--- config.mk ---
export PLATFORM = sky130hd
export DESIGN_NAME = usbpf_top
export DESIGN_NICKNAME = d
export VERILOG_FILES = /design/src/rtl/usbpf_pkg.sv /design/src/rtl/usbpf_skid.sv /design/src/rtl/usbpf_top.sv
export SDC_FILE = /design/constraint.sdc
export NUM_CORES = 2
export LEC_CHECK = 0
export ABC_AREA = 1
export BUFFER_PORTS_ARGS = -buffer_cell sky130_fd_sc_hd__buf_2
export CAP_MARGIN = 20
export CORE_MARGIN = 3
export CORE_UTILIZATION = 50
export DETAILED_ROUTE_END_ITERATION = 10
export GPL_ROUTABILITY_DRIVEN = 0
export PLACE_DENSITY = 0.69
export SYNTH_ARGS = -nofsm -noshare
export SYNTH_HDL_FRONTEND = slang
export SYNTH_SLANG_ARGS = --single-unit
--- constraint.sdc ---
create_clock -name core_clk -period 7.4 [get_ports core_clk]
set_input_delay 1.48 -clock core_clk [delete_from_list [all_inputs] [get_ports core_clk]]
set_output_delay 1.48 -clock core_clk [all_outputs]
set_load 0.05 [all_outputs]
--- src/rtl/usbpf_pkg.sv ---
// Constants, register map and state types of the parallel FIFO port
package usbpf_pkg;
    localparam int CLK_MHZ = 50;
    localparam int FIFO_MHZ = 12;
    localparam int TX_DEPTH = 384;
    localparam int RX_DEPTH = 128;
    localparam int RST_OUT_MS = 5;
    localparam int MS_PER_S = 1000;
    localparam int TICKS_PER_MS = FIFO_MHZ * MS_PER_S;
    localparam int RST_OUT_CYCLES = CLK_MHZ * MS_PER_S * RST_OUT_MS;
    localparam logic [7:0] CTRL_OFS = 8'h00;
    localparam logic [7:0] STAT_OFS = 8'h04;
    localparam logic [7:0] BAUD_OFS = 8'h08;
    localparam int CTRL_TMO_LSB = 0;
    localparam int CTRL_WAKE_BIT = 8;
    localparam int CTRL_PULL_BIT = 9;
    localparam int CTRL_ISO_BIT = 10;
    localparam logic [7:0] TMO_RESET = 8'h10;
    localparam logic [7:0] TMO_MIN = 8'h01;
    localparam int STAT_TXCNT_LSB = 0;
    localparam int STAT_RXCNT_LSB = 16;
    localparam int STAT_SUSP_BIT = 24;
    localparam int STAT_RESUME_BIT = 25;
    localparam int STAT_FLUSH_BIT = 26;
    typedef enum logic [1:0] {
        USBPF_IDLE = 2'b00,
        USBPF_LOW = 2'b01,
        USBPF_HOLD = 2'b10
    } usbpf_strobe_t;
endpackage : usbpf_pkg

--- src/rtl/usbpf_skid.sv ---
// Two-entry buffer with valid and ready on both sides
`timescale 1ns/10ps
module usbpf_skid #(
    parameter int W = 8
) (
    input wire logic core_clk,
    input wire logic rst,
    input wire logic clr,
    input wire logic [W-1:0] in_data,
    input wire logic in_valid,
    output logic in_ready,
    output logic [W-1:0] out_data,
    output logic out_valid,
    input wire logic out_ready
);
    logic [W-1:0] spare_q;
    logic spare_valid_q;

    assign in_ready = !spare_valid_q;

    always_ff @(posedge core_clk or posedge rst) begin
        if (rst) begin
            out_data <= '0;
            out_valid <= 1'b0;
            spare_q <= '0;
            spare_valid_q <= 1'b0;
        end else if (clr) begin
            out_valid <= 1'b0;
            spare_valid_q <= 1'b0;
        end else if (out_ready || !out_valid) begin
            if (spare_valid_q) begin
                out_data <= spare_q;
                out_valid <= 1'b1;
                spare_valid_q <= 1'b0;
            end else begin
                out_data <= in_data;
                out_valid <= in_valid;
            end
        end else if (in_valid && !spare_valid_q) begin
            spare_q <= in_data;
            spare_valid_q <= 1'b1;
        end
    end
endmodule : usbpf_skid

--- src/rtl/usbpf_top.sv ---
// Byte-wide parallel FIFO port with USB-side byte streams and control registers
//
// Behaviour
// - tx_space_n goes high after each write, held while the byte is stored.
// - tx_space_n stays high while the 384-byte transmit buffer is full.
// - rx_avail_n is low whenever the receive buffer holds a byte and no read is in progress.
// - rx_avail_n goes high after each read, returns low only if data remains.
// - The receive buffer holds 128 bytes.
// - Baud rate settings are ignored; data always moves at full rate.
// - bus_power_on_n is high while suspended or not configured.
// - With pull-down option set, FIFO lines pulled weakly low while power off.
// - Wake strobe during suspend with remote wakeup enabled requests resume.
// - Wake strobe in normal operation flushes buffered data on next IN request.
// - Flush timeout programmable 1 to 255 ms; residual data flushed on expiry.
// - Isochronous transfers used when the option bit is set.
// - An active-low external reset input resets the port besides power-on reset.
// - Each low pulse of the read strobe removes one byte.
// - Each low pulse of the write strobe stores one byte.
// - The FIFO controller steps on a 12 MHz enable derived from the clock.
// - reset_out_n stays low about 5 ms after external reset rises.
`timescale 1ns/10ps
module usbpf_top #(
    parameter int TX_DEPTH = usbpf_pkg::TX_DEPTH,
    parameter int RX_DEPTH = usbpf_pkg::RX_DEPTH,
    parameter int TICKS_PER_MS = usbpf_pkg::TICKS_PER_MS,
    parameter int RST_OUT_CYCLES = usbpf_pkg::RST_OUT_CYCLES
) (
    input wire logic core_clk,
    input wire logic rst,
    input wire logic ext_reset_n,
    output logic reset_out_n,
    input wire logic wr_n,
    input wire logic rd_n,
    input wire logic [7:0] data_in,
    output logic [7:0] data_out,
    output logic data_oe,
    output logic tx_space_n,
    output logic rx_avail_n,
    input wire logic send_now_wake_n,
    output logic bus_power_on_n,
    output logic fifo_pull_down,
    input wire logic [7:0] usb_rx_data,
    input wire logic usb_rx_valid,
    output logic usb_rx_ready,
    output logic [7:0] usb_tx_data,
    output logic usb_tx_valid,
    input wire logic usb_tx_ready,
    input wire logic usb_in_req,
    output logic usb_flush,
    input wire logic usb_suspend,
    input wire logic usb_configured,
    output logic usb_resume_req,
    output logic usb_iso,
    input wire logic [7:0] reg_addr,
    input wire logic [31:0] reg_wdata,
    input wire logic reg_wr,
    input wire logic reg_rd,
    output logic [31:0] reg_rdata
);
    localparam int TXW = $clog2(TX_DEPTH + 1);
    localparam int RXW = $clog2(RX_DEPTH + 1);
    localparam int TXP = $clog2(TX_DEPTH);
    localparam int RXP = $clog2(RX_DEPTH);
    localparam int MSW = $clog2(TICKS_PER_MS + 1);
    localparam int ROW = $clog2(RST_OUT_CYCLES + 1);

    if (TX_DEPTH < 2 || RX_DEPTH < 2 || TICKS_PER_MS < 1 || RST_OUT_CYCLES < 1) begin : g_bad
        $error("usbpf_top: depths or counts out of range");
    end

    // Two-flop synchronisers for the pins
    logic [11:0] pin_s1_q;
    logic [11:0] pin_s2_q;
    always_ff @(posedge core_clk or posedge rst) begin
        if (rst) begin
            pin_s1_q <= 12'hfff;
            pin_s2_q <= 12'hfff;
        end else begin
            pin_s1_q <= {ext_reset_n, send_now_wake_n, rd_n, wr_n, data_in};
            pin_s2_q <= pin_s1_q;
        end
    end
    logic ext_rst_s;
    logic wake_s;
    logic rd_s;
    logic wr_s;
    logic [7:0] din_s;
    assign {ext_rst_s, wake_s, rd_s, wr_s, din_s} = pin_s2_q;

    // External reset clears the port state synchronously
    logic soft_rst;
    assign soft_rst = !ext_rst_s;

    // Reset output held low after external reset is released
    logic [ROW-1:0] ro_cnt_q;
    always_ff @(posedge core_clk or posedge rst) begin
        if (rst) begin
            ro_cnt_q <= '0;
            reset_out_n <= 1'b0;
        end else if (soft_rst) begin
            ro_cnt_q <= '0;
            reset_out_n <= 1'b0;
        end else if (ro_cnt_q != ROW'(RST_OUT_CYCLES)) begin
            ro_cnt_q <= ro_cnt_q + 1'b1;
        end else begin
            reset_out_n <= 1'b1;
        end
    end

    // 12 MHz step enable from the 50 MHz clock
    logic [6:0] div_acc_q;
    logic tick_q;
    logic [6:0] div_sum;
    assign div_sum = div_acc_q + 7'(usbpf_pkg::FIFO_MHZ);
    always_ff @(posedge core_clk or posedge rst) begin
        if (rst) begin
            div_acc_q <= '0;
            tick_q <= 1'b0;
        end else if (div_sum >= 7'(usbpf_pkg::CLK_MHZ)) begin
            div_acc_q <= div_sum - 7'(usbpf_pkg::CLK_MHZ);
            tick_q <= 1'b1;
        end else begin
            div_acc_q <= div_sum;
            tick_q <= 1'b0;
        end
    end

    // Strobe levels seen at the previous step
    logic wr_prev_q;
    logic rd_prev_q;
    logic wake_prev_q;
    always_ff @(posedge core_clk or posedge rst) begin
        if (rst) begin
            wr_prev_q <= 1'b1;
            rd_prev_q <= 1'b1;
            wake_prev_q <= 1'b1;
        end else if (tick_q) begin
            wr_prev_q <= wr_s;
            rd_prev_q <= rd_s;
            wake_prev_q <= wake_s;
        end
    end
    logic wake_fall;
    assign wake_fall = tick_q && wake_prev_q && !wake_s;

    // Control register
    logic [7:0] tmo_ms_q;
    logic wake_en_q;
    logic pull_en_q;
    logic iso_en_q;
    always_ff @(posedge core_clk or posedge rst) begin
        if (rst) begin
            tmo_ms_q <= usbpf_pkg::TMO_RESET;
            wake_en_q <= 1'b0;
            pull_en_q <= 1'b0;
            iso_en_q <= 1'b0;
        end else if (reg_wr && reg_addr == usbpf_pkg::CTRL_OFS) begin
            tmo_ms_q <= reg_wdata[usbpf_pkg::CTRL_TMO_LSB +: 8];
            wake_en_q <= reg_wdata[usbpf_pkg::CTRL_WAKE_BIT];
            pull_en_q <= reg_wdata[usbpf_pkg::CTRL_PULL_BIT];
            iso_en_q <= reg_wdata[usbpf_pkg::CTRL_ISO_BIT];
        end
    end
    // Writes to the baud register are accepted and discarded

    // Transmit buffer: pin side writes, USB side drains at full rate
    logic [7:0] tx_mem [TX_DEPTH];
    logic [TXP-1:0] tx_wp_q;
    logic [TXP-1:0] tx_rp_q;
    logic [TXW-1:0] tx_cnt_q;
    usbpf_pkg::usbpf_strobe_t tx_st_q;
    logic tx_push;
    logic tx_pop;
    logic skid_in_ready;
    logic tx_full;
    assign tx_full = tx_cnt_q == TXW'(TX_DEPTH);
    // Store on the rising end of the write strobe
    assign tx_push = tick_q && tx_st_q == usbpf_pkg::USBPF_LOW && wr_s && !tx_full;
    assign tx_pop = skid_in_ready && tx_cnt_q != '0 && !soft_rst;

    always_ff @(posedge core_clk or posedge rst) begin
        if (rst) begin
            tx_st_q <= usbpf_pkg::USBPF_IDLE;
        end else if (soft_rst) begin
            tx_st_q <= usbpf_pkg::USBPF_IDLE;
        end else if (tick_q) begin
            case (tx_st_q)
                usbpf_pkg::USBPF_IDLE: begin
                    if (wr_prev_q && !wr_s && !tx_full) begin
                        tx_st_q <= usbpf_pkg::USBPF_LOW;
                    end
                end
                usbpf_pkg::USBPF_LOW: begin
                    if (wr_s) begin
                        tx_st_q <= usbpf_pkg::USBPF_HOLD;
                    end
                end
                usbpf_pkg::USBPF_HOLD: begin
                    tx_st_q <= usbpf_pkg::USBPF_IDLE;
                end
                default: begin
                    tx_st_q <= usbpf_pkg::USBPF_IDLE;
                end
            endcase
        end
    end

    always_ff @(posedge core_clk) begin
        if (tx_push) begin
            tx_mem[tx_wp_q] <= din_s;
        end
    end

    always_ff @(posedge core_clk or posedge rst) begin
        if (rst) begin
            tx_wp_q <= '0;
            tx_rp_q <= '0;
            tx_cnt_q <= '0;
        end else if (soft_rst) begin
            tx_wp_q <= '0;
            tx_rp_q <= '0;
            tx_cnt_q <= '0;
        end else begin
            if (tx_push) begin
                tx_wp_q <= (tx_wp_q == TXP'(TX_DEPTH - 1)) ? '0 : tx_wp_q + 1'b1;
            end
            if (tx_pop) begin
                tx_rp_q <= (tx_rp_q == TXP'(TX_DEPTH - 1)) ? '0 : tx_rp_q + 1'b1;
            end
            if (tx_push && !tx_pop) begin
                tx_cnt_q <= tx_cnt_q + 1'b1;
            end else if (tx_pop && !tx_push) begin
                tx_cnt_q <= tx_cnt_q - 1'b1;
            end
        end
    end

    // Space flag: high while a write is in progress or the buffer is full
    always_ff @(posedge core_clk or posedge rst) begin
        if (rst) begin
            tx_space_n <= 1'b1;
        end else begin
            tx_space_n <= soft_rst || tx_st_q != usbpf_pkg::USBPF_IDLE
                || tx_full;
        end
    end

    usbpf_skid #(
        .W(8)
    ) u_tx_skid (
        .core_clk(core_clk),
        .rst(rst),
        .clr(soft_rst),
        .in_data(tx_mem[tx_rp_q]),
        .in_valid(tx_pop),
        .in_ready(skid_in_ready),
        .out_data(usb_tx_data),
        .out_valid(usb_tx_valid),
        .out_ready(usb_tx_ready)
    );

    // Receive buffer: USB side fills, pin side reads
    logic [7:0] rx_mem [RX_DEPTH];
    logic [RXP-1:0] rx_wp_q;
    logic [RXP-1:0] rx_rp_q;
    logic [RXW-1:0] rx_cnt_q;
    logic [RXW-1:0] rx_cnt_d;
    usbpf_pkg::usbpf_strobe_t rx_st_q;
    logic rx_push;
    logic rx_pop;
    assign rx_push = usb_rx_valid && usb_rx_ready && !soft_rst;
    assign rx_pop = tick_q && rx_st_q == usbpf_pkg::USBPF_LOW && rd_s && !soft_rst;

    always_comb begin
        rx_cnt_d = rx_cnt_q;
        if (soft_rst) begin
            rx_cnt_d = '0;
        end else if (rx_push && !rx_pop) begin
            rx_cnt_d = rx_cnt_q + 1'b1;
        end else if (rx_pop && !rx_push) begin
            rx_cnt_d = rx_cnt_q - 1'b1;
        end
    end

    always_ff @(posedge core_clk) begin
        if (rx_push) begin
            rx_mem[rx_wp_q] <= usb_rx_data;
        end
    end

    always_ff @(posedge core_clk or posedge rst) begin
        if (rst) begin
            rx_wp_q <= '0;
            rx_rp_q <= '0;
            rx_cnt_q <= '0;
            usb_rx_ready <= 1'b0;
        end else begin
            rx_cnt_q <= rx_cnt_d;
            usb_rx_ready <= rx_cnt_d != RXW'(RX_DEPTH);
            if (soft_rst) begin
                rx_wp_q <= '0;
                rx_rp_q <= '0;
            end else begin
                if (rx_push) begin
                    rx_wp_q <= (rx_wp_q == RXP'(RX_DEPTH - 1)) ? '0 : rx_wp_q + 1'b1;
                end
                if (rx_pop) begin
                    rx_rp_q <= (rx_rp_q == RXP'(RX_DEPTH - 1)) ? '0 : rx_rp_q + 1'b1;
                end
            end
        end
    end

    // Read strobe sequencing and data bus drive
    always_ff @(posedge core_clk or posedge rst) begin
        if (rst) begin
            rx_st_q <= usbpf_pkg::USBPF_IDLE;
            data_out <= '0;
            data_oe <= 1'b0;
        end else if (soft_rst) begin
            rx_st_q <= usbpf_pkg::USBPF_IDLE;
            data_oe <= 1'b0;
        end else if (tick_q) begin
            case (rx_st_q)
                usbpf_pkg::USBPF_IDLE: begin
                    if (rd_prev_q && !rd_s && rx_cnt_q != '0) begin
                        rx_st_q <= usbpf_pkg::USBPF_LOW;
                        data_out <= rx_mem[rx_rp_q];
                        data_oe <= 1'b1;
                    end
                end
                usbpf_pkg::USBPF_LOW: begin
                    if (rd_s) begin
                        rx_st_q <= usbpf_pkg::USBPF_HOLD;
                        data_oe <= 1'b0;
                    end
                end
                usbpf_pkg::USBPF_HOLD: begin
                    rx_st_q <= usbpf_pkg::USBPF_IDLE;
                end
                default: begin
                    rx_st_q <= usbpf_pkg::USBPF_IDLE;
                end
            endcase
        end
    end

    // Availability flag: low only when idle with data buffered
    always_ff @(posedge core_clk or posedge rst) begin
        if (rst) begin
            rx_avail_n <= 1'b1;
        end else begin
            rx_avail_n <= !(rx_st_q == usbpf_pkg::USBPF_IDLE
                && rx_cnt_q != '0 && !soft_rst);
        end
    end

    // Millisecond timer for the flush timeout
    logic [MSW-1:0] ms_div_q;
    logic [7:0] ms_cnt_q;
    logic [7:0] tmo_eff;
    logic tmo_hit;
    assign tmo_eff = (tmo_ms_q == '0) ? usbpf_pkg::TMO_MIN : tmo_ms_q;
    assign tmo_hit = tick_q && ms_div_q == MSW'(TICKS_PER_MS - 1) && ms_cnt_q + 8'h01 >= tmo_eff;
    always_ff @(posedge core_clk or posedge rst) begin
        if (rst) begin
            ms_div_q <= '0;
            ms_cnt_q <= '0;
        end else if (soft_rst || tx_push || tx_cnt_q == '0 || tmo_hit) begin
            ms_div_q <= '0;
            ms_cnt_q <= '0;
        end else if (tick_q) begin
            if (ms_div_q == MSW'(TICKS_PER_MS - 1)) begin
                ms_div_q <= '0;
                ms_cnt_q <= ms_cnt_q + 1'b1;
            end else begin
                ms_div_q <= ms_div_q + 1'b1;
            end
        end
    end

    // Flush request: set by timeout or send-now strobe, served by next IN request
    logic flush_set;
    assign flush_set = tmo_hit || (wake_fall && !usb_suspend);
    always_ff @(posedge core_clk or posedge rst) begin
        if (rst) begin
            usb_flush <= 1'b0;
        end else if (soft_rst) begin
            usb_flush <= 1'b0;
        end else if (flush_set) begin
            usb_flush <= 1'b1;
        end else if (usb_in_req) begin
            usb_flush <= 1'b0;
        end
    end

    // Suspend handling: resume request, power indication, pull-down, transfer type
    always_ff @(posedge core_clk or posedge rst) begin
        if (rst) begin
            usb_resume_req <= 1'b0;
            bus_power_on_n <= 1'b1;
            fifo_pull_down <= 1'b0;
            usb_iso <= 1'b0;
        end else begin
            if (wake_fall && usb_suspend && wake_en_q) begin
                usb_resume_req <= 1'b1;
            end else if (!usb_suspend || soft_rst) begin
                usb_resume_req <= 1'b0;
            end
            bus_power_on_n <= usb_suspend || !usb_configured;
            fifo_pull_down <= pull_en_q && (usb_suspend || !usb_configured);
            usb_iso <= iso_en_q;
        end
    end

    // Register read port, data one cycle after the strobe
    always_ff @(posedge core_clk or posedge rst) begin
        if (rst) begin
            reg_rdata <= '0;
        end else if (reg_rd) begin
            reg_rdata <= '0;
            case (reg_addr)
                usbpf_pkg::CTRL_OFS: begin
                    reg_rdata[usbpf_pkg::CTRL_TMO_LSB +: 8] <= tmo_ms_q;
                    reg_rdata[usbpf_pkg::CTRL_WAKE_BIT] <= wake_en_q;
                    reg_rdata[usbpf_pkg::CTRL_PULL_BIT] <= pull_en_q;
                    reg_rdata[usbpf_pkg::CTRL_ISO_BIT] <= iso_en_q;
                end
                usbpf_pkg::STAT_OFS: begin
                    reg_rdata[usbpf_pkg::STAT_TXCNT_LSB +: TXW] <= tx_cnt_q;
                    reg_rdata[usbpf_pkg::STAT_RXCNT_LSB +: RXW] <= rx_cnt_q;
                    reg_rdata[usbpf_pkg::STAT_SUSP_BIT] <= usb_suspend;
                    reg_rdata[usbpf_pkg::STAT_RESUME_BIT] <= usb_resume_req;
                    reg_rdata[usbpf_pkg::STAT_FLUSH_BIT] <= usb_flush;
                end
                default: begin
                    reg_rdata <= '0;
                end
            endcase
        end else begin
            reg_rdata <= '0;
        end
    end
endmodule : usbpf_top

==> reports/metrics.yaml <==
run_status:
  status: "finished, final reports clean"
yosys:
  ys_seq_elements: 4292
  synthTopCellsByArea: "edfxtp_1, nand3_1, nand2_1, nor2_1, o21ai_0"
  synth-xor-area-share: 0.00160
  synth_compound_area_frac: 0.0536
  synth.avg_cell_area_sq_um: 12.1
  synth-async-reset-ratio: 0.0457
  seq_area_frac_synth: 0.732
  synth_top_flop_cell: "edfxtp_1"
  synth_mux_area_frac: 0.00253
  yosysUniqueCellTypes: 51
  synth_edf_count: 4096
  synth_warnings: 0
  synthSimpleGateAreaFrac: 0.173
  syn_inst: 14500
  synthAdderAreaFrac: 0.00262
  synth_top_family_by_area: "simple AND/OR/NAND/NOR gates"
  yosysTopAreaCell: "edfxtp_1"
  synthesis.area_sq_mm: 0.175
  synth_top_area_frac: 0.704
timing:
  finalHoldViolCount: 0
  drv_slew: 0
  period_share: 0.612
  setup_violations: 0
  min_period_ns: 4.53
  fmax_mhz: 221
  rsz0062_at_grt: "no"
  finalClockSkew_ns: 0.0783
  tightest_slew_ns: 1.18
  tns_ns: 0
  slew_headroom: 0.215
critical_path:
  crit_path_end_kind: "flip-flop"
  critPathMostFrequentCell: "nand3_1"
  r2r_setup_slack_ns: 2.87
  cp-start-kind: "flip-flop"
  crit_fanout: 61
  crit_chain: "buf_4 -> buf_4 -> nand3_1 -> nand3_1 -> nand3_1 -> nand3_1 -> nand2_1 -> nand2_1 -> nand2_1 -> nand2_1 -> nand3_1 -> nand3_1 -> nand3_1 -> nand2_1 -> nand2_1"
  crit_type: "reg2reg"
  crit_arrival_ns: 5.38
  cpPeakStageDelay_ns: 0.94
  critPathRequiredTime_ns: 8.25
  reg2reg_from: "tx_rp_q[1]$_DFFE_PP0P_"
  reg2reg_depth: 15
  path_buf_inv: 2
  crit_family: "simple AND/OR/NAND/NOR gates"
  slowest_stage: "dfrtp_4"
  reg2reg_to: "u_tx_skid.out_data[3]$_DFFE_PP0P_"
global_routing:
  grt_pass1_vias: 105000
  grt_usage: 0.242
  grt_pass1_wl_um: 660000
  antenna_found_initial: 7
  grt_max_degree: 206
  overflow: 0
placement:
  post_dp_cell_area_sq_mm: 0.178
  portBuffers: 96
  dp_hpwl_um: 237000
  place_inst: 18300
die:
  die_h_um: 597
  core_sq_mm: 0.347
  ios: 128
  fp.dieW_um: 597
  rows: 216
  initial_core_util: 0.504
  dieArea_sq_mm: 0.357
route:
  ant_nets: 0
  dr.pass1.iters: 6
  avgRoutedWirePerCell_um: 23.3
  drt_wl_total_um: 445000
  vias: 113000
  drtIter0Drc: 15300
  drc: 0
  routed_via_density: 5.89
final_layout:
  drive_above_1_share: 0.0615
  fin_cells: 19100
  final_util: 0.549
  final_area_sq_mm: 0.191
  seqCellArea_sq_mm: 0.128
  fillCellCount: 28000
  multi_input_area_sq_mm: 0.0409
  num-nets-final: 14300
  area_delta_synth_final_pct: 9.07
power_and_ir_drop:
  switchingPower_mw: 18.8
  p_seq_frac: 0.447
  internal_power_mw: 41.7
  powerDensity_mw_per_mm2: 317
  ir_worst_vdd_v: 0.000356
  swShare: 0.311
  p_total_mw: 60.5
  clock_power_share: 0.338
  pwr-share-comb: 0.216
  p_leak_nw: 65.0
clock_tree:
  cts.path.max_buffers: 4
  insertion_delay_ns: 0.96
  clkTransAtPathRegs_ns: 0.06
  cts-resized-gates: 0
  holdBufCountCts: 0
  cts_tree: "yes"
  htree_levels: 5
  post_cts_buffers: 0
  ctsRootBufferMaster: "clkbuf_16"
  cts_num_sinks: 4292
  cts_buffers: 423
worst_hold_path:
  hold_depth: 0
  min-delay-start: "pin_s1_q[2]$_DFF_PP1_"
  hp-class: "reg2reg"
  min_to: "pin_s2_q[2]$_DFF_PP1_"
run:
  maxCapViolCount: 0
-- synth_stat cells, types with 11 or more instances --
master and n:
nand3_1 2405, nor2_1 1562, nor3_1 32, o21ai_0 985
nand2_1 3114, buf_6 83, buf_4 102, a21oi_1 147
inv_1 195, nand4_1 24, xor2_1 27, dfstp_2 31
buf_1 69, ha_1 35, clkbuf_1 333, mux2i_1 43
nor4_1 11, o22ai_1 489, o211ai_1 40, buf_2 392
dfrtp_1 165, edfxtp_1 4096, o21ai_1 28
-- registers in the layout, indices dropped and copies added (netlist names), 12 cells and up --
signal	count
pin_s1_q	12
reg_rdata	22
rx_mem	1024
pin_s2_q	12
ms_div_q	14
tx_mem	3072
ro_cnt_q	18
-- routing by layer --
layer	vias up	GRT usage	share of wire	wire, um
li1	51300	-	-	-
met1	54700	0.336	0.40	177000
met2	5629	0.386	0.47	210000
met3	944	0.0342	0.090	39900
met4	4	0.0982	0.040	17900
met5	-	0	0.000061	27
-- how the worst max path moves through the flow --
stage,cells past startpoint,slack (ns),to,start
final,15,2.87,u_tx_skid.out_data[3]$_DFFE_PP0P_,tx_rp_q[1]$_DFFE_PP0P_
after global routing,16,2.64,u_tx_skid.out_data[5]$_DFFE_PP0P_,tx_rp_q[0]$_DFFE_PP0P_
after detailed placement,6,2.79,rx_mem[18][4]$_DFFE_PP_,usb_rx_valid
after floorplan,1,0.63,data_oe$_DFFE_PP0P_,rst
after CTS,6,2.88,tx_mem[169][2]$_DFFE_PP_,tick_q$_DFF_PP0_
after global placement,6,2.89,rx_mem[18][0]$_DFFE_PP_,usb_rx_valid
-- placed cells by master, fill, tap and decap left out, drive strengths merged, types with 6 or more instances in the layout --
master	instances
edfxtp	4096
nand2	3118
nand3	2406
nor2	1567
o21ai	1013
clkbuf	539
o22ai	489
buf	233
inv	217
clkinv	207
dfrtp	165
a21oi	147
mux2i	43
o211ai	40
ha	35
nor3	34
dfstp	31
xor2	27
nand4	24
bufinv	21
nor4	12
conb	10
or2	7
a31oi	7
o41ai	6
-- metrics by stage --
| stage | worst slack (ns) | hold slack, ns |
|---|---|---|
| after floorplan | 0.631 | 0.345 |
| after global placement | 2.89 | 0.347 |
| after detailed placement | 2.79 | 0.348 |
| after CTS | 2.88 | 0.356 |
| after global routing | 2.64 | 0.358 |
| final | 2.87 | 0.355 |
-- area by class of cell --
type	instances	share of cell area
Clock buffer	539	0.0590
Inverter	213	0.00454
Clock inverter	236	0.00934
Antenna cell	4	0.0000525
Sequential cell	4292	0.672
Multi-Input combinational cell	9014	0.215
Tap cell	4578	0.0301
Timing Repair Buffer	233	0.0106
-- cells by family (layout without fill, tap and decap cells) --
group | after synthesis | after routing
and+or+nand+nor | 7176 | 7176
AOI/OAI and AO/OA | 1716 | 1716
muxes | 44 | 44
xor gates and xnor gates | 32 | 32
buffers and inverters | 1197 | 1221
adders and majority gates | 36 | 36
DFF | 4292 | 4292
other | 1 | 14
-- power by group through the flow --
stage	clock, mW	combinational, mW	sequential [mW]
final	20.4	13.1	27.0
after floorplan	0	9.24	27.7
after CTS	20.6	12.9	27.0
after global placement	0	12.7	27.5
after global routing	21.6	14.3	27.0
after detailed placement	0	12.8	27.5
Power figures use the tool's default switching activity.
